File: src/inc/encoder_output_control_regs.svh
// Subaddresses, field positions and reset values of the encoder output control bank
`ifndef ENCODER_OUTPUT_CONTROL_REGS_SVH
`define ENCODER_OUTPUT_CONTROL_REGS_SVH

// ----------------------------------------------------------------
// Subaddresses
// ----------------------------------------------------------------
`define COPY_GEN_CONTROL_OFS 8'h2C
`define DAC_ROUTING_DRIVE_OFS 8'h2D
`define RGB_LUMA_GAIN_OFS 8'h38
`define RGB_CHROMA_GAIN_OFS 8'h39
`define SOURCE_SELECT_OFS 8'h3A
`define KEY_ONE_LOWER_U_OFS 8'h42
`define KEY_ONE_LOWER_V_OFS 8'h43
`define KEY_ONE_LOWER_Y_OFS 8'h44
`define KEY_ONE_UPPER_U_OFS 8'h48
`define KEY_ONE_UPPER_V_OFS 8'h49
`define KEY_ONE_UPPER_Y_OFS 8'h4A
`define FIRST_FADE_OFS 8'h4E

// ----------------------------------------------------------------
// Field positions
// ----------------------------------------------------------------
`define COPY_OUTPUT_ENABLE_BIT 7
`define COPY_CODE_HIGH_MSB 3
`define Y_DAC_COMPOSITE_BIT 7
`define C_DAC_COMPOSITE_BIT 6
`define DAC_DRIVE_MSB 5
`define GAIN_MSB 4
`define TEST_BAR_BIT 7
`define EMBEDDED_TRIGGER_BIT 4
`define MATRIX_BYPASS_BIT 3
`define COMPOSITE_SYNC_BIT 2
`define MPEG_BINARY_BIT 1
`define VIDEO_BINARY_BIT 0
`define FADE_MSB 5

// ----------------------------------------------------------------
// Reset values and masks
// ----------------------------------------------------------------
`define COPY_GEN_CONTROL_RST 8'h00
`define DAC_ROUTING_DRIVE_RST 8'h3F
`define RGB_GAIN_RST 5'h00
`define SOURCE_SELECT_RST 8'h03
`define SOURCE_SELECT_MASK 8'h9F
`define COPY_GEN_CONTROL_MASK 8'h8F
`define KEY_LIMIT_RST 8'h80
`define FIRST_FADE_RST 6'h3F
`define FADE_FULL 7'h40

`endif

File: src/inc/encoder_output_control_pkg.sv
// Types shared by the encoder output control bank
package encoder_output_control_pkg;

  // One YUV sample, eight bits per component
  typedef struct packed {
    logic [7:0] u;
    logic [7:0] v;
    logic [7:0] y;
  } pixel_t;

  // The three encoder DAC codes
  typedef struct packed {
    logic [9:0] cvbs;
    logic [9:0] luma;
    logic [9:0] chroma;
  } enc_dac_t;

  // The three RGB DAC codes
  typedef struct packed {
    logic [8:0] red;
    logic [8:0] green;
    logic [8:0] blue;
  } rgb_dac_t;

  // Register write and read request from the serial control front end
  typedef struct packed {
    logic wr;
    logic rd;
    logic [7:0] sub_addr;
    logic [7:0] data;
  } reg_req_t;

endpackage

File: src/rtl/encoder_output_control_regs.sv
// Output control registers, DAC routing and key colour one fader of the video encoder
// Functional notes
// - Low nibble of copy control holds copy code bits nineteen to sixteen.
// - Routing bit 7 feeds Y DAC with luma (0) or composite (1).
// - Routing bit 6 feeds C DAC with chroma (0) or composite (1).
// - Routing bits 5..0 drive composite,Y,C,R,G,B DACs; 0 is high impedance.
// - Five-bit signed luma gain for RGB path, nominal minus six.
// - Five-bit signed colour-difference gain for RGB path, nominal minus six.
// - Source bit 7 encodes port data (0) or fixed colour bars (1).
// - Source bit 4 takes triggers from sync pins (0) or embedded codes (1).
// - Source bit 3 enables RGB dematrix (0) or bypasses it (1).
// - Source bit 2 feeds composite DAC with video (0) or composite sync (1).
// - Source bit 1 reads MPEG fader input as twos complement or binary.
// - Source bit 0 reads video fader input as twos complement or binary.
// - Six key one limit bytes, lower then upper U,V,Y, reset midscale.
// - On key hit output fade times video plus rest times MPEG.
// - Six-bit fade factor, zero all MPEG, maximum all video, reset maximum.
// - Copy control bit 7 enables copy generation data output.
`timescale 1ns/1ps
`include "encoder_output_control_regs.svh"

module encoder_output_control_regs
  import encoder_output_control_pkg::*;
(
  // Clock, reset and freeze
  input wire logic clk,
  input wire logic rst_b,
  input wire logic ce,
  // Register port from the serial control front end
  input wire reg_req_t req,
  output logic [7:0] rd_data_q,
  // Encoder settings
  output logic copy_output_enable_q,
  output logic [3:0] copy_code_high_q,
  output logic [4:0] rgb_luma_gain_field_q,
  output logic [4:0] rgb_colordiff_gain_field_q,
  output logic test_bar_select_q,
  output logic rgb_matrix_bypass_q,
  // Trigger sources
  input wire logic horizontal_sync_pin,
  input wire logic vertical_sync_pin,
  input wire logic embedded_h_trig,
  input wire logic embedded_v_trig,
  output logic h_trig_q,
  output logic v_trig_q,
  // DAC sources and outputs
  input wire enc_dac_t enc_in,
  input wire logic adv_composite_sync_select,
  input wire rgb_dac_t rgb_in,
  output enc_dac_t enc_dac_q,
  output rgb_dac_t rgb_dac_q,
  output logic [5:0] dac_oe_b_q,
  // Fader ports
  input wire logic pix_valid,
  input wire pixel_t mpeg_pix,
  input wire pixel_t video_pix,
  output pixel_t fade_pix_q,
  output logic fade_valid_q,
  output logic key_one_hit_q
);

  // ----------------------------------------------------------------
  // Reset release
  // ----------------------------------------------------------------
  logic [1:0] rst_sync_q;
  logic rst_n;

  // Assert at once, release after two clean edges
  always_ff @(posedge clk or negedge rst_b)
  begin
    if (!rst_b)
      rst_sync_q <= 2'b00;
    else
      rst_sync_q <= {rst_sync_q[0], 1'b1};
  end

  assign rst_n = rst_sync_q[1];

  // ----------------------------------------------------------------
  // Register file
  // ----------------------------------------------------------------
  logic [7:0] copy_q, copy_d;
  logic [7:0] route_q, route_d;
  logic [4:0] luma_gain_q, luma_gain_d;
  logic [4:0] chroma_gain_q, chroma_gain_d;
  logic [7:0] src_q, src_d;
  logic [5:0] fade_q, fade_d;
  logic [7:0] key_q [0:5];
  logic [7:0] key_d [0:5];
  logic [7:0] rd_data_d;

  // Writes; reserved bits are masked so they always read back as zero
  always_comb
  begin
    copy_d = copy_q;
    route_d = route_q;
    luma_gain_d = luma_gain_q;
    chroma_gain_d = chroma_gain_q;
    src_d = src_q;
    fade_d = fade_q;
    if (req.wr)
    begin
      unique case (req.sub_addr)
        `COPY_GEN_CONTROL_OFS: copy_d = req.data & `COPY_GEN_CONTROL_MASK;
        `DAC_ROUTING_DRIVE_OFS: route_d = req.data;
        `RGB_LUMA_GAIN_OFS: luma_gain_d = req.data[`GAIN_MSB:0];
        `RGB_CHROMA_GAIN_OFS: chroma_gain_d = req.data[`GAIN_MSB:0];
        `SOURCE_SELECT_OFS: src_d = req.data & `SOURCE_SELECT_MASK;
        `FIRST_FADE_OFS: fade_d = req.data[`FADE_MSB:0];
        default: ;
      endcase
    end
  end

  // Key limit bytes: lower U,V,Y then upper U,V,Y
  genvar k;
  generate
    for (k = 0; k < 6; k++)
    begin : g_key
      localparam logic [7:0] KEY_OFS = (k < 3) ? (`KEY_ONE_LOWER_U_OFS + 8'(k))
                                               : (`KEY_ONE_UPPER_U_OFS + 8'(k - 3));
      always_comb
      begin
        key_d[k] = key_q[k];
        if (req.wr && req.sub_addr == KEY_OFS)
          key_d[k] = req.data;
      end

      always_ff @(posedge clk or negedge rst_n)
      begin
        if (!rst_n)
          key_q[k] <= `KEY_LIMIT_RST;
        else if (ce)
          key_q[k] <= key_d[k];
      end
    end
  endgenerate

  // Read-back; unmapped subaddresses answer zero
  always_comb
  begin
    rd_data_d = rd_data_q;
    if (req.rd)
    begin
      unique case (req.sub_addr)
        `COPY_GEN_CONTROL_OFS: rd_data_d = copy_q;
        `DAC_ROUTING_DRIVE_OFS: rd_data_d = route_q;
        `RGB_LUMA_GAIN_OFS: rd_data_d = {3'h0, luma_gain_q};
        `RGB_CHROMA_GAIN_OFS: rd_data_d = {3'h0, chroma_gain_q};
        `SOURCE_SELECT_OFS: rd_data_d = src_q;
        `KEY_ONE_LOWER_U_OFS: rd_data_d = key_q[0];
        `KEY_ONE_LOWER_V_OFS: rd_data_d = key_q[1];
        `KEY_ONE_LOWER_Y_OFS: rd_data_d = key_q[2];
        `KEY_ONE_UPPER_U_OFS: rd_data_d = key_q[3];
        `KEY_ONE_UPPER_V_OFS: rd_data_d = key_q[4];
        `KEY_ONE_UPPER_Y_OFS: rd_data_d = key_q[5];
        `FIRST_FADE_OFS: rd_data_d = {2'h0, fade_q};
        default: rd_data_d = 8'h00;
      endcase
    end
  end

  // Register storage
  always_ff @(posedge clk or negedge rst_n)
  begin
    if (!rst_n)
    begin
      copy_q <= `COPY_GEN_CONTROL_RST;
      route_q <= `DAC_ROUTING_DRIVE_RST;
      luma_gain_q <= `RGB_GAIN_RST;
      chroma_gain_q <= `RGB_GAIN_RST;
      src_q <= `SOURCE_SELECT_RST;
      fade_q <= `FIRST_FADE_RST;
      rd_data_q <= 8'h00;
    end
    else if (ce)
    begin
      copy_q <= copy_d;
      route_q <= route_d;
      luma_gain_q <= luma_gain_d;
      chroma_gain_q <= chroma_gain_d;
      src_q <= src_d;
      fade_q <= fade_d;
      rd_data_q <= rd_data_d;
    end
  end

  // ----------------------------------------------------------------
  // Setting outputs
  // ----------------------------------------------------------------
  // Registered copies so every setting leaves the block from a flip-flop
  always_ff @(posedge clk or negedge rst_n)
  begin
    if (!rst_n)
    begin
      copy_output_enable_q <= 1'b0;
      copy_code_high_q <= 4'h0;
      rgb_luma_gain_field_q <= `RGB_GAIN_RST;
      rgb_colordiff_gain_field_q <= `RGB_GAIN_RST;
      test_bar_select_q <= 1'b0;
      rgb_matrix_bypass_q <= 1'b0;
    end
    else if (ce)
    begin
      copy_output_enable_q <= copy_d[`COPY_OUTPUT_ENABLE_BIT];
      copy_code_high_q <= copy_d[`COPY_CODE_HIGH_MSB:0];
      rgb_luma_gain_field_q <= luma_gain_d;
      rgb_colordiff_gain_field_q <= chroma_gain_d;
      test_bar_select_q <= src_d[`TEST_BAR_BIT];
      rgb_matrix_bypass_q <= src_d[`MATRIX_BYPASS_BIT];
    end
  end

  // ----------------------------------------------------------------
  // Trigger selection
  // ----------------------------------------------------------------
  logic [1:0] hsync_meta_q, vsync_meta_q;
  logic h_trig_d, v_trig_d;

  // Sync pins are asynchronous; only the second stage is looked at
  always_ff @(posedge clk or negedge rst_n)
  begin
    if (!rst_n)
    begin
      hsync_meta_q <= 2'b00;
      vsync_meta_q <= 2'b00;
    end
    else if (ce)
    begin
      hsync_meta_q <= {hsync_meta_q[0], horizontal_sync_pin};
      vsync_meta_q <= {vsync_meta_q[0], vertical_sync_pin};
    end
  end

  // Pins or embedded timing codes
  always_comb
  begin
    h_trig_d = src_q[`EMBEDDED_TRIGGER_BIT] ? embedded_h_trig : hsync_meta_q[1];
    v_trig_d = src_q[`EMBEDDED_TRIGGER_BIT] ? embedded_v_trig : vsync_meta_q[1];
  end

  always_ff @(posedge clk or negedge rst_n)
  begin
    if (!rst_n)
    begin
      h_trig_q <= 1'b0;
      v_trig_q <= 1'b0;
    end
    else if (ce)
    begin
      h_trig_q <= h_trig_d;
      v_trig_q <= v_trig_d;
    end
  end

  // ----------------------------------------------------------------
  // DAC routing and drive
  // ----------------------------------------------------------------
  enc_dac_t enc_dac_d;
  logic [5:0] dac_oe_b_d;

  // Source muxes; composite sync is a level mapped to full scale
  always_comb
  begin
    enc_dac_d.cvbs = src_q[`COMPOSITE_SYNC_BIT] ? {10{adv_composite_sync_select}} : enc_in.cvbs;
    enc_dac_d.luma = route_q[`Y_DAC_COMPOSITE_BIT] ? enc_in.cvbs : enc_in.luma;
    enc_dac_d.chroma = route_q[`C_DAC_COMPOSITE_BIT] ? enc_in.cvbs : enc_in.chroma;
    dac_oe_b_d = ~route_q[`DAC_DRIVE_MSB:0];
  end

  always_ff @(posedge clk or negedge rst_n)
  begin
    if (!rst_n)
    begin
      enc_dac_q <= '0;
      rgb_dac_q <= '0;
      dac_oe_b_q <= 6'h3F;
    end
    else if (ce)
    begin
      enc_dac_q <= enc_dac_d;
      rgb_dac_q <= rgb_in;
      dac_oe_b_q <= dac_oe_b_d;
    end
  end

  // ----------------------------------------------------------------
  // Key colour one fader
  // ----------------------------------------------------------------
  pixel_t mpeg_ob, video_ob, fade_pix_d;
  logic hit;
  logic [6:0] weight, weight_inv;
  logic fade_valid_d, key_one_hit_d;

  // Twos complement becomes offset binary by flipping each sign bit
  always_comb
  begin
    mpeg_ob = mpeg_pix;
    video_ob = video_pix;
    if (!src_q[`MPEG_BINARY_BIT])
    begin
      mpeg_ob.u[7] = ~mpeg_pix.u[7];
      mpeg_ob.v[7] = ~mpeg_pix.v[7];
      mpeg_ob.y[7] = ~mpeg_pix.y[7];
    end
    if (!src_q[`VIDEO_BINARY_BIT])
    begin
      video_ob.u[7] = ~video_pix.u[7];
      video_ob.v[7] = ~video_pix.v[7];
      video_ob.y[7] = ~video_pix.y[7];
    end
  end

  // All three components inside their limits; weight stretched to 0..64 so the top code is pure video
  always_comb
  begin
    hit = (mpeg_ob.u >= key_q[0]) && (mpeg_ob.u <= key_q[3]) &&
          (mpeg_ob.v >= key_q[1]) && (mpeg_ob.v <= key_q[4]) &&
          (mpeg_ob.y >= key_q[2]) && (mpeg_ob.y <= key_q[5]);
    weight = {1'b0, fade_q} + {6'h00, fade_q[5]};
    weight_inv = `FADE_FULL - weight;
  end

  // Blend one component; shift by six instead of dividing by 63
  function automatic logic [7:0] blend(input logic [7:0] vid, input logic [7:0] mpg,
                                       input logic [6:0] w, input logic [6:0] wi);
    logic [14:0] acc;
    acc = 15'(w) * 15'(vid) + 15'(wi) * 15'(mpg);
    return acc[13:6];
  endfunction

  // Blended sample on a key hit, MPEG sample passed on otherwise
  always_comb
  begin
    fade_pix_d = fade_pix_q;
    fade_valid_d = pix_valid;
    key_one_hit_d = key_one_hit_q;
    if (pix_valid)
    begin
      key_one_hit_d = hit;
      fade_pix_d = mpeg_ob;
      if (hit)
      begin
        fade_pix_d.u = blend(video_ob.u, mpeg_ob.u, weight, weight_inv);
        fade_pix_d.v = blend(video_ob.v, mpeg_ob.v, weight, weight_inv);
        fade_pix_d.y = blend(video_ob.y, mpeg_ob.y, weight, weight_inv);
      end
    end
  end

  always_ff @(posedge clk or negedge rst_n)
  begin
    if (!rst_n)
    begin
      fade_pix_q <= '0;
      fade_valid_q <= 1'b0;
      key_one_hit_q <= 1'b0;
    end
    else if (ce)
    begin
      fade_pix_q <= fade_pix_d;
      fade_valid_q <= fade_valid_d;
      key_one_hit_q <= key_one_hit_d;
    end
  end

endmodule // encoder_output_control_regs

File: config.mk
export PLATFORM = sky130hd
export DESIGN_NAME = encoder_output_control_regs
export DESIGN_NICKNAME = d
export VERILOG_FILES = /design/src/inc/encoder_output_control_pkg.sv /design/src/rtl/encoder_output_control_regs.sv
export VERILOG_INCLUDE_DIRS = /design/src /design/src/inc
export SDC_FILE = /design/constraint.sdc
export NUM_CORES = 1
export LEC_CHECK = 0
export BUFFER_PORTS_ARGS = -buffer_cell sky130_fd_sc_hd__buf_2
export CAP_MARGIN = 20
export CELL_PAD_IN_SITES_DETAIL_PLACEMENT = 1
export CELL_PAD_IN_SITES_GLOBAL_PLACEMENT = 2
export CORE_ASPECT_RATIO = 0.75
export CORE_MARGIN = 10
export CORE_UTILIZATION = 37
export DETAILED_ROUTE_END_ITERATION = 10
export GPL_ROUTABILITY_DRIVEN = 0
export MAX_ROUTING_LAYER = met4
export PLACE_DENSITY_LB_ADDON = 0.1
export RECOVER_POWER = 25
export SLEW_MARGIN = 20
export SYNTH_ARGS = -nofsm -noshare
export SYNTH_HDL_FRONTEND = slang
export SYNTH_SLANG_ARGS = --single-unit
File: constraint.sdc
create_clock -name clk -period 10.6 [get_ports clk]
set_input_delay 1.59 -clock clk [delete_from_list [all_inputs] [get_ports clk]]
set_output_delay 1.59 -clock clk [all_outputs]
set_load 0.1 [all_outputs]
Yosys cells after proc, flatten, opt, wreduce, memory -nomap -nowiden
Index checks and enable logic that the tools add are counted.
- add/subtract/negate cells: 5
- multipliers: 6
- div/mod/pow operators: 0
- magnitude comparators: 6
- equal/unequal tests: 12
- shift operators: 0
- multiplexer cells: 21
- bitwise gates (word level): 7
- reductions and logical operators: 24
- operators by type and width (operator ; number):
    $pmux W8 S12 ; 1
    $mul A7 B8 Y14 ; 6
    $eq A8 B7 Y1 const B ; 7
    $add A14 B14 Y14 ; 3
    $eq A8 B6 Y1 const B ; 5
    $mux W8 ; 4
    $mux W10 ; 3
    $ge A8 B8 Y1 ; 3
    $le A8 B8 Y1 ; 3
    $mux W24 ; 1
    $mux W5 ; 4
    $reduce_and A2 Y1 ; 8
    $reduce_and A3 Y1 ; 5
    $logic_and A1 B1 Y1 ; 11
    $mux W1 ; 8
    $add A6 B1 Y7 ; 1
    $sub A7 B7 Y7 const A ; 1
    $not A1 Y1 ; 6
    $not A6 Y6 ; 1
- register bits after elaboration: 195
- latch bits: 0
- bits in writable memories: 0
- memory bits (read-only): 0
- input bits: 132
- output and inout port bits: 116
- memories kept: 0

Logic depth before layout (Yosys ltp)
Gate-level depths: netlist of the first run.
- depth after elaboration: 9
- gate-level depth with buffers: 28
- mapped depth without buffers: 27

Worst setup path after synthesis of the first run
No wires, ideal clock.
- kind: register to register
- start: reg fade_q[5]
- end: reg fade_pix_q[23] (netlist bit)
- data arrival time: 6869 ps
- required time: 10524 ps
- slack: 3654 ps
- stages on the path, launching flop included: 28
- buffers on the path: 1
- period minus slack after synthesis: 6946 ps
- path through: dfstp_2 -> ha_1 -> xor2_1 -> inv_1 -> ha_1 -> inv_1 -> nor4_2 -> a21oi_1 -> or2_2 -> clkbuf_1 -> nand2_1 -> fa_1 -> fa_1 -> inv_1 -> fa_1 -> fa_1 -> fa_1 -> inv_1 -> fa_1 -> inv_1 -> ha_1 -> and3_1 -> o31ai_1 -> a31oi_1 -> a211oi_1 -> xnor3_1 -> and2_1 -> o21ai_1
- longest elaborated chain between the ends: 5
- RTL lines (item ; RTL line ; source):
    start: declaration ; encoder_output_control_regs.sv:87 ; logic [5:0] fade_q, fade_d;
    start signal: assignment ; encoder_output_control_regs.sv:173 ; fade_q <= `FIRST_FADE_RST;
    $add A6 B1 Y7 (*) ; encoder_output_control_regs.sv:320 ; weight = {1'b0, fade_q} + {6'h00, fade_q[5]};
    $sub A7 B7 Y7 (no source line) ; n/a ;
    $mul A7 B8 Y14 ; encoder_output_control_regs.sv:328 ; acc = 15'(w) * 15'(vid) + 15'(wi) * 15'(mpg);
    $add A14 B14 Y14 (*) ; encoder_output_control_regs.sv:328 ;
    $mux W24 (*) ; encoder_output_control_regs.sv:342 ; if (hit)
    end signal: assignment ; encoder_output_control_regs.sv:361 ; fade_pix_q <= fade_pix_d;
    end: declaration ; encoder_output_control_regs.sv:57 ; output pixel_t fade_pix_q,
Every way passes the cells marked *; elsewhere a longest branch is shown, timed or not.
A chain may end at the register's enable or synchronous reset.

Final worst setup path of the first run
Ends and elaborated chain as after synthesis.

==> results.py, run 1 <==
metrics = {
    "status": {
        "outcome": "finished with violations",
        "failed_checks": "capacitance limit, slew limit",
    },
    "yosys": {
        "seq_area_frac_synth_pct": 24.0,
        "synth-simple-area-share_pct": 13.7,
        "muxShareOfSynthArea_pct": 9.04,
        "async_flop_share_pct": 100,
        "yosysWarnings": 0,
        "synth_edf_count": 0,
        "synth.avg_cell_area_um2": 9.98,
        "synthXorXnorAreaFrac_pct": 3.38,
        "postSynthCellCount": 1978,
        "synth-adder-area-share_pct": 36.4,
        "syn_nets": 2548,
        "synth_cell_types": 68,
        "synth_ff_type": "dfrtp_1",
        "synthesis.area_um2": 19700,
        "synth_top_family_by_area": "adder cells",
        "synth_compound_area_share_pct": 6.24,
        "ys_seq_elements": 188,
    },
    "routing": {
        "vias": 14923,
        "routed_wl_um": 66000,
        "drt_pass1_iterations": 7,
        "ant_nets": 0,
        "drc_errors": 0,
        "drt-initial-drc-count": 917,
        "vias_per_cell": 5.10,
        "wl_per_cell_um": 22.6,
    },
    "timing": {
        "hold_viol_final": 0,
        "slew_viol_final": 191,
        "fin_crit_sh_pct": 76.6,
        "max_slew_margin_pct": -156,
        "period_needed_ns": 8.12,
        "fmax_mhz": 123,
        "rsz0062_at_grt": "no",
        "report.final.setup_viol": 0,
        "tns_ns": 0,
        "tightest_slew_ns": 3.84,
        "fin_skew_ns": 0.0129,
        "hold_ws_ns": 0.369,
    },
    "pwr": {
        "p_sw_share_pct": 45.3,
        "p_per_area_nw_per_um2": 128,
        "seq_power_share_pct": 28.2,
        "clkPwrFrac_pct": 22.8,
        "p_comb_share_pct": 49.1,
        "internal_power_w": 0.00156,
        "vdd_drop_max_v": 0.000103,
        "p_total_w": 0.00286,
        "power.switching_w": 0.00129,
        "p_leak_nw": 11.5,
    },
    "placement": {
        "dp_hpwl_um": 53100,
        "dp.cells": 2893,
        "io_buffer_count": 247,
    },
    "global_routing": {
        "antenna_found_initial": 2,
        "grt_pass1_wl_um": 102000,
        "overflow": 0,
        "grt_usage_pct": 21.7,
        "grt_max_degree": 88,
        "grt_pass1_vias": 16695,
    },
    "floorplan": {
        "die-height_um": 220,
        "rows": 73,
        "initial_utilization_pct": 37.3,
        "dieArea_um2": 63100,
        "design.core.area_um2": 52900,
        "ios": 248,
        "die_w_um": 287,
    },
    "worst_setup_path": {
        "worstPathMaxFanout": 23,
        "cp_data_arrival_time_ns": 8.51,
        "end_kind": "flip-flop",
        "critPathLaunchType": "flip-flop",
        "required_ns": 10.99,
        "ff2ff_path_depth": 27,
        "crit_type": "flip-flop to flip-flop",
    },
    "cts": {
        "h-tree-depth": 4,
        "tritoncts": "done",
        "cts_root_buffer": "clkbuf_16",
        "path_clk_slew_ns": 0.08,
        "cts_buffers": 17,
        "ctsResizeCount": 0,
        "clkSinkCount": 188,
        "cts_setup_buffers": 0,
        "clock_latency_ns": 0.46,
        "cts_buffer_depth": 2,
        "cts_hold_buf": 0,
    },
    "final_layout": {
        "utilization_pct": 42.4,
        "layout_common_cells": "inv_1 (309), buf_2 (245), fa_1 (228), ha_1 (210), nand2_1 (207)",
        "final_common_cell": "inv_1",
        "drive_gt1_share_pct": 20.7,
        "area_delta_synth_final_pct": 13.5,
        "final_cells": 2925,
        "fin_nets": 2770,
        "antennaDiodeCount": 0,
    },
    "hold_path": {
        "hp-class": "flip-flop to flip-flop",
        "hold_depth": 0,
    },
    "job": {
        "max_cap_violations": 3,
    },
}
flip-flops by register name, indices dropped and copies added, names as in the netlist, 6 cells and up:
| register | flops |
|---|---|
| key_q | 48 |
| enc_dac_q | 30 |
| rgb_dac_q | 27 |
| fade_pix_q | 24 |
| rd_data_q | 8 |
| route_q | 8 |
| dac_oe_b_q | 6 |
| fade_q | 6 |
| src_q | 6 |
power groups by stage:
stage	clock network, W	registers, W	logic [W]
2_1_floorplan	0	0.00108	0.000738
3_3_place_gp	0	0.000816	0.00139
3_5_place_dp	0	0.000818	0.00141
4_1_cts	0.000672	0.000805	0.00143
5_1_grt	0.000702	0.000812	0.00157
6_report	0.000650	0.000805	0.00140
synthesized netlist by cell type (all sizes together), types with 6 or more instances:
library cell | count | share of area (%)
or3 | 6 | 0.19
xnor2 | 48 | 2.2
nand3 | 22 | 0.56
and3 | 13 | 0.44
buf | 14 | 0.35
a22o | 9 | 0.40
a221oi | 10 | 0.44
mux2 | 114 | 6.5
ha | 210 | 13
clkbuf | 48 | 0.91
nor2 | 81 | 1.6
a21o | 14 | 0.53
inv | 309 | 5.9
nor2b | 8 | 0.25
a22oi | 13 | 0.49
mux2i | 50 | 2.5
dfstp | 26 | 3.5
nand4 | 7 | 0.25
nand2b | 6 | 0.19
a21oi | 72 | 1.8
o21ai | 43 | 1.1
fa | 228 | 23
nand2 | 208 | 4.0
dfrtp | 162 | 21
nor3 | 14 | 0.41
xor2 | 23 | 1.1
and2 | 160 | 5.1
layout make-up:
cell class	count	area (um2)
clock buffer	17	425
clock inverter	15	171
fill	6009	30500
inverter	310	1160
multi-input combinational	1418	13600
sequential	188	4740
tap	712	891
timing repair buffer	265	1360
worst max-delay path, stage by stage (launching register included):
cell and delay, ns:
dfstp_2 0.65, ha_1 0.28, xor2_2 0.08, buf_4 0.24, inv_1 0.17, ha_1 0.20
inv_1 0.08, or3_1 0.42, xnor2_1 0.46, buf_4 0.33, nand2_1 0.11, fa_1 0.54
fa_1 0.51, inv_1 0.05, fa_1 0.52, fa_1 0.44, fa_1 0.50, inv_1 0.05
fa_1 0.48, inv_1 0.04, ha_1 0.32, and3_1 0.19, o31ai_1 0.09, a31oi_1 0.24
a211oi_1 0.32, xnor3_1 0.44, and2_1 0.17, o21ai_1 0.12
per-layer routing:
metal	track usage [%]	vias to the layer above	part of all wire (%)
met3	3.02	60	3.8
met1	29.4	7784	47
met5	-	-	0
met2	34.7	253	48
li1	-	6826	-
met4	4.22	0	1.4
metrics by stage:
step	area (um2)	setup slack, ns
2_1_floorplan	19700	3.65
3_3_place_gp	21800	2.87
3_5_place_dp	21800	2.50
4_1_cts	22400	2.46
5_1_grt	22400	2.00
6_report	22400	2.48
worst paths after layout:
kind	slack [ns]	start	end
worst min register to register	0.37	rst_sync_q[0]	rst_sync_q[1]
worst min-delay path	0.37	rst_sync_q[0]	rst_sync_q[1]
worst max register to register	2.48	fade_q[5]	fade_pix_q[23]
min in group asynchronous	0.89	rst_b	rst_sync_q[0]
max in group asynchronous	4.99	rst_sync_q[1]	enc_dac_q[2]
worst max-delay path	2.48	fade_q[5]	fade_pix_q[23]
logic make-up (layout without fill, tap and decap cells):
group,after synthesis,count (layout)
adders and majority gates,438,438
other,1,1
DFF,188,188
buffers and inverters,372,607
muxes,164,164
xor gates and xnor gates,72,72
and+or+nand+nor,546,546
AOI/OAI and AO/OA,197,197
Note: power is estimated with default switching activity, not from simulation.
==> inputs of run 2 (changes only) <==
Clock period 10.6 ns to 7.9 ns, I/O delays scaled along.
==> run 2 against run 1 <==
Effect of this change: the run still ends with capacitance limit, slew limit left; setup slack worse by 2.1 ns; utilization up 0.11 points; clock skew down 0.0017 ns; flip-flop and latch count unchanged; sequential power up 34%; worst hold slack worse by 0.011 ns; design area up 0.26%; count of clock-buffer cells in the layout up 1; fmax up 8.4%; die area unchanged; register-to-register slack worse by 2.1 ns; critical path type unchanged; largest power group unchanged.
==> results.py, run 2 (synthesis results as in run 1) <==
metrics = {
    "status": {
        "outcome": "finished with violations",
        "failed_checks": "capacitance limit, slew limit",
    },
    "worst_setup_path": {
        "crit_type": "flip-flop to flip-flop",
        "required_ns": 8.28,
        "r2r_end": "fade_pix_q[23]",
        "worstPathMaxFanout": 21,
        "crit_path_frequent_cell": "fa_1",
        "r2r_slack_ns": 0.41,
        "slowest_stage": "dfstp_2",
        "end_kind": "flip-flop",
        "cp_data_arrival_time_ns": 7.87,
        "max_stage_delay_ns": 0.65,
        "worstReg2RegStart": "fade_q[5]",
        "ff2ff_path_depth": 26,
        "critPathLaunchType": "flip-flop",
    },
    "timing": {
        "period_needed_ns": 7.49,
        "tightest_slew_ns": 3.25,
        "setup_ws_ns": 0.411,
        "rsz0062_at_grt": "yes",
        "slew_viol_final": 126,
        "fmax_mhz": 134,
        "fin_skew_ns": 0.0112,
        "fin_crit_sh_pct": 94.8,
        "report.final.setup_viol": 0,
        "hold_viol_final": 0,
        "max_slew_margin_pct": -117,
    },
    "placement": {
        "dp_hpwl_um": 53400,
        "dp.cells": 2898,
        "placed_area_um2": 21800,
        "dp_slack_ns": 0.181,
        "io_buffer_count": 247,
    },
    "floorplan": {
        "rows": 73,
        "dieArea_um2": 63100,
        "die_w_um": 287,
        "ios": 248,
        "design.core.area_um2": 52900,
        "die-height_um": 220,
        "initial_utilization_pct": 37.3,
    },
    "hold_path": {
        "hp-class": "flip-flop to flip-flop",
        "hp-start": "rst_sync_q[0]",
        "holdPathEnd": "rst_sync_q[1]",
        "hold_depth": 0,
    },
    "final_layout": {
        "drive_gt1_share_pct": 21.0,
        "largest_reg_flops": 48,
        "final_common_cell": "inv_1",
        "stdcell_area_um2": 22500,
        "reg.largest.list": "key_q x48, enc_dac_q x30, rgb_dac_q x27",
        "area_delta_synth_final_pct": 13.8,
        "layout_common_cells": "inv_1 (309), buf_2 (245), fa_1 (228), ha_1 (210), nand2_1 (207)",
        "fin_nets": 2775,
        "largest-register": "key_q",
        "final_cells": 2931,
    },
    "routing": {
        "drt-initial-drc-count": 690,
        "routed_wl_um": 66100,
        "vias_per_cell": 5.06,
        "drc_errors": 0,
        "drt_pass1_iterations": 5,
        "wl_per_cell_um": 22.6,
        "vias": 14845,
        "ant_nets": 0,
    },
    "global_routing": {
        "grt_pass1_wl_um": 101000,
        "grt_max_degree": 88,
        "antenna_found_initial": 1,
        "grt_pass1_vias": 16563,
        "overflow": 0,
        "grt_usage_pct": 21.7,
    },
    "cts": {
        "path_clk_slew_ns": 0.07,
        "cts_buffer_depth": 2,
        "cts_root_buffer": "clkbuf_16",
        "clkSinkCount": 188,
        "h-tree-depth": 4,
        "cts_buffers": 17,
        "tritoncts": "done",
        "clock_latency_ns": 0.45,
    },
    "pwr": {
        "seq_power_share_pct": 28.4,
        "p_sw_share_pct": 45.1,
        "p_comb_share_pct": 48.8,
        "internal_power_w": 0.00209,
        "clkPwrFrac_pct": 22.8,
        "p_per_area_nw_per_um2": 170,
        "power.switching_w": 0.00172,
        "p_leak_nw": 11.5,
        "vdd_drop_max_v": 0.000135,
    },
    "job": {
        "max_cap_violations": 2,
    },
}
## run 2: worst max path at each step
stage	from	to	slack [ns]	cells after the start
after floorplan	fade_q[5]	fade_pix_q[23]	0.95	27
after global placement	fade_q[5]	fade_pix_q[15]	0.45	24
after detailed placement	fade_q[5]	fade_pix_q[15]	0.18	24
after CTS	fade_q[5]	fade_pix_q[15]	0.14	24
after global routing	fade_q[5]	fade_pix_q[15]	-0.07	25
final	fade_q[5]	fade_pix_q[23]	0.41	26
## run 2: repair_timing
| action | 4_1_cts | 5_1_grt |
|---|---|---|
| endpoints found under the setup margin | 0 | 5 |
| hold buffers | 0 | 0 |
| resized for setup | 0 | 6 |
| setup buffers | 0 | 0 |
| endpoints found under the hold margin | 0 | 0 |
## run 2: per-layer routing
layer	track usage, %	vias up	share of wire [%]
li1	-	6840	-
met1	29.4	7747	47
met2	35.4	216	48
met3	2.55	42	3.4
met4	3.07	0	1.0
met5	-	-	0
## run 2: worst max-delay path, delay by kind of cell, from the launching register on
kind                     cells  cell delay [ns]
AO/OA/AOI/OAI                4             0.70
XOR/XNOR                     3             0.72
adder cells (fa/ha/maj)      9             3.80
buffers and inverters        6             0.63
flip-flops                   1             0.65
AND/OR/NAND/NOR              4             0.89
## run 2: stage by stage
step / util, % / total power, W / TNS [ns] / hold WS (ns)
after floorplan: - / 0.00244 / 0 / 0.331
after global placement: 41.3 / 0.00294 / 0 / 0.338
after detailed placement: 41.3 / 0.00297 / 0 / 0.343
after CTS: 42.4 / 0.00386 / 0 / 0.360
after global routing: 42.5 / 0.00412 / -0.0804 / 0.372
final: 42.5 / 0.00381 / 0 / 0.358
## run 2: power by group through the flow
stage	Sequential, W	Clock (W)	Combinational [W]
2_1_floorplan	0.00145	0	0.000990
3_3_place_gp	0.00110	0	0.00184
3_5_place_dp	0.00110	0	0.00187
4_1_cts	0.00108	0.000889	0.00189
5_1_grt	0.00109	0.000937	0.00209
6_report	0.00108	0.000869	0.00186
## run 2: final cells by class
class	instances	area (um2)
clock buffers	18	429
repair buffers	270	1410
multi-input cells	1418	13700
well taps	712	891
clock inverters	14	155
inverters	310	1160
flip-flops and latches	188	4740
diodes	1	2.50
fillers	6020	30400
==> inputs of run 3 (changes only) <==
Settings changed: ABC_AREA from default to 1, CORE_UTILIZATION 37 to 36.
==> run 3 against run 2 <==
Effect of this change: the flow still finishes with violations (capacitance limit, slew limit); count of clock-buffer cells in the layout is 1 lower; clock skew is 0.024 ns higher; synthesized area rose by 1.8%; design area up 1.2%; worst hold slack gained 0.0029 ns; die area increased by 4.2%; register-to-register slack improved by 0.25 ns; sequential share of layout area decreased by 0.25 points; cell count is 19% higher; non-clock buffer count rose by 3; wire length grew 12%; critical endpoint is now fade_pix_q[3].
==> results.py, run 3 <==
metrics = {
    "global_routing": {
        "overflow": 0,
        "antenna_found_initial": 4,
        "grt_pass1_wl_um": 115000,
        "grt_usage_pct": 23.5,
        "grt_pass1_vias": 18907,
        "grt_max_degree": 68,
    },
    "yosys": {
        "synthXorXnorAreaFrac_pct": 1.66,
        "synth_ff_type": "dfrtp_1",
        "async_flop_share_pct": 100,
        "synth.avg_cell_area_um2": 7.98,
        "synth-adder-area-share_pct": 35.8,
        "ys_seq_elements": 188,
        "synth_top_area_cell": "fa_1",
        "synthTopCellsByArea": "fa_1 (23%), dfrtp_1 (20%), ha_1 (13%), nand2_1 (12%), inv_1 (8.6%)",
        "synth-simple-area-share_pct": 20.9,
        "synth_top_family_by_area": "adder cells",
        "synth_top_area_share_pct": 22.7,
        "yosysWarnings": 0,
        "postSynthCellCount": 2516,
        "syn_nets": 3086,
        "synth_edf_count": 0,
        "yosysMostFrequentCell": "nand2_1",
        "seq_area_frac_synth_pct": 23.6,
        "synth_compound_area_share_pct": 7.71,
        "synth_cell_types": 47,
        "muxShareOfSynthArea_pct": 0,
        "synth_commonest_cells": "nand2_1 (668), inv_1 (461), fa_1 (228), nor2_1 (228), ha_1 (210)",
        "synthesis.area_um2": 20100,
    },
    "final_layout": {
        "largest-register": "key_q",
        "utilization_pct": 41.5,
        "final_common_cell": "nand2_1",
        "fin_nets": 3313,
        "fillCellCount": 6776,
        "layout_common_cells": "nand2_1 (668), inv_1 (460), buf_2 (246), nor2_1 (228), fa_1 (228)",
        "area_delta_synth_final_pct": 13.1,
        "reg.largest.list": "key_q x48, enc_dac_q x30, rgb_dac_q x27",
        "final_cells": 3482,
        "stdcell_area_um2": 22700,
        "largest_reg_flops": 48,
        "drive_gt1_share_pct": 13.4,
    },
    "worst_setup_path": {
        "crit_path_frequent_cell": "nand2_1",
        "end_kind": "flip-flop",
        "slowest_stage": "dfstp_2",
        "max_stage_delay_ns": 0.61,
        "critPathLaunchType": "flip-flop",
        "crit_type": "flip-flop to flip-flop",
        "worstPathMaxFanout": 22,
        "required_ns": 8.31,
        "cp_data_arrival_time_ns": 7.65,
    },
    "floorplan": {
        "dieArea_um2": 65700,
        "die-height_um": 225,
        "die_w_um": 293,
        "rows": 74,
        "initial_utilization_pct": 36.6,
        "ios": 248,
        "design.core.area_um2": 54800,
    },
    "routing": {
        "vias": 17378,
        "ant_nets": 0,
        "drt-initial-drc-count": 927,
        "wl_per_cell_um": 21.3,
        "wl_met3_um": 3890,
        "vias_per_cell": 4.99,
        "drc_errors": 0,
        "wl_met2_um": 33800,
        "drt_pass1_iterations": 5,
        "routed.top_layer": "met4",
        "routed_wl_um": 74200,
        "wl_met1_um": 35500,
    },
    "cts": {
        "cts_setup_buffers": 0,
        "cts_buffers": 17,
        "tritoncts": "done",
        "h-tree-depth": 4,
        "cts_root_buffer": "clkbuf_16",
        "clock_latency_ns": 0.50,
        "ctsResizeCount": 0,
        "path_clk_slew_ns": 0.10,
        "cts_hold_buf": 0,
        "cts_buffer_depth": 2,
        "clkSinkCount": 188,
    },
    "job": {
        "max_cap_violations": 4,
    },
    "timing": {
        "slew_viol_final": 193,
        "hold_viol_final": 0,
        "report.final.setup_viol": 0,
        "fin_skew_ns": 0.0347,
        "max_slew_margin_pct": -135,
        "period_needed_ns": 7.24,
        "tightest_slew_ns": 3.53,
        "setup_ws_ns": 0.658,
        "tns_ns": 0,
        "fmax_mhz": 138,
        "fin_crit_sh_pct": 91.7,
        "rsz0062_at_grt": "no",
    },
    "pwr": {
        "p_leak_nw": 12.5,
        "vdd_drop_max_v": 0.0000995,
        "p_per_area_nw_per_um2": 176,
    },
    "placement": {
        "placed_area_um2": 22100,
        "io_buffer_count": 247,
        "dp_slack_ns": 0.638,
        "dp.cells": 3445,
        "dp_hpwl_um": 60600,
    },
    "hold_path": {
        "hp-class": "flip-flop to flip-flop",
    },
    "status": {
        "failed_checks": "capacitance limit, slew limit",
        "outcome": "finished with violations",
    },
}
## run 3: changes by cell type after synthesis, moves of 12 or more
cell     delta
nand2_1   +460
a22oi_1    -13
nand3_1    +58
mux2i_1    -50
nor2_1    +148
inv_1     +152
and2_1    -160
o21ai_0   +112
xnor2_1    -28
mux2_2    -114
and3_1     -12
## run 3: area by class of cell
type                       count  area (um2)  share of cell area (%)
multi-input combinational   1790       13300                    58.4
clock inverter                15         174                   0.765
sequential                   188        4740                    20.8
clock buffer                  17         425                    1.87
inverter                     473        1780                    7.81
tap                          722         903                    3.98
antenna                        4        10.0                  0.0440
timing repair buffer         273        1420                    6.24
## run 3: power by group
part           switching, W  leakage, nW  total (W)  internal (W)
Sequential        0.0000439         2.34    0.00107       0.00103
Clock              0.000480        0.290   0.000934      0.000454
Combinational       0.00138         9.89    0.00199      0.000609
Total               0.00191         12.5    0.00399       0.00209
## run 3: per-stage QoR
step | hold slack (ns) | power, W
after CTS | 0.332 | 0.00406
after global placement | 0.336 | 0.00305
after detailed placement | 0.340 | 0.00309
after global routing | 0.379 | 0.00433
final | 0.361 | 0.00399
after floorplan | 0.331 | 0.00253
## run 3: path summary, 6_finish.rpt
path	to	slack, ns	startpoint	depth (start not counted)
max	fade_pix_q[3]	0.66	fade_q[5]	31
min	rst_sync_q[1]	0.36	rst_sync_q[0]	0
max reg2reg	fade_pix_q[3]	0.66	fade_q[5]	31
min reg2reg	rst_sync_q[1]	0.36	rst_sync_q[0]	0
max in group asynchronous	fade_pix_q[12]	3.05	rst_sync_q[1]	1
min in group asynchronous	rst_sync_q[0]	0.49	rst_b	1
## run 3: logic make-up (layout without fill, tap and decap cells)
group | count (synthesis) | in the layout
flops | 188 | 188
simple gates | 1032 | 1032
compound gates | 281 | 281
buf+inv | 538 | 778
xor+xnor | 38 | 38
other cells | 1 | 5
fa+ha+maj | 438 | 438
## run 3: routing by layer
layer | global-route usage, % | vias to the layer above
met5 | - | -
met3 | 4.08 | 51
met4 | 4.60 | 0
met2 | 36.2 | 365
met1 | 32.4 | 8760
li1 | - | 8202
## run 3: worst max-delay path: cells and delay by family, from the launching register on
| kind | cells | cell delay [ns] |
|---|---|---|
| AO/OA/AOI/OAI | 2 | 0.46 |
| XOR/XNOR | 1 | 0.15 |
| adder cells (fa/ha/maj) | 8 | 3.56 |
| buffers and inverters | 6 | 1.12 |
| flip-flops | 1 | 0.61 |
| AND/OR/NAND/NOR | 14 | 1.26 |
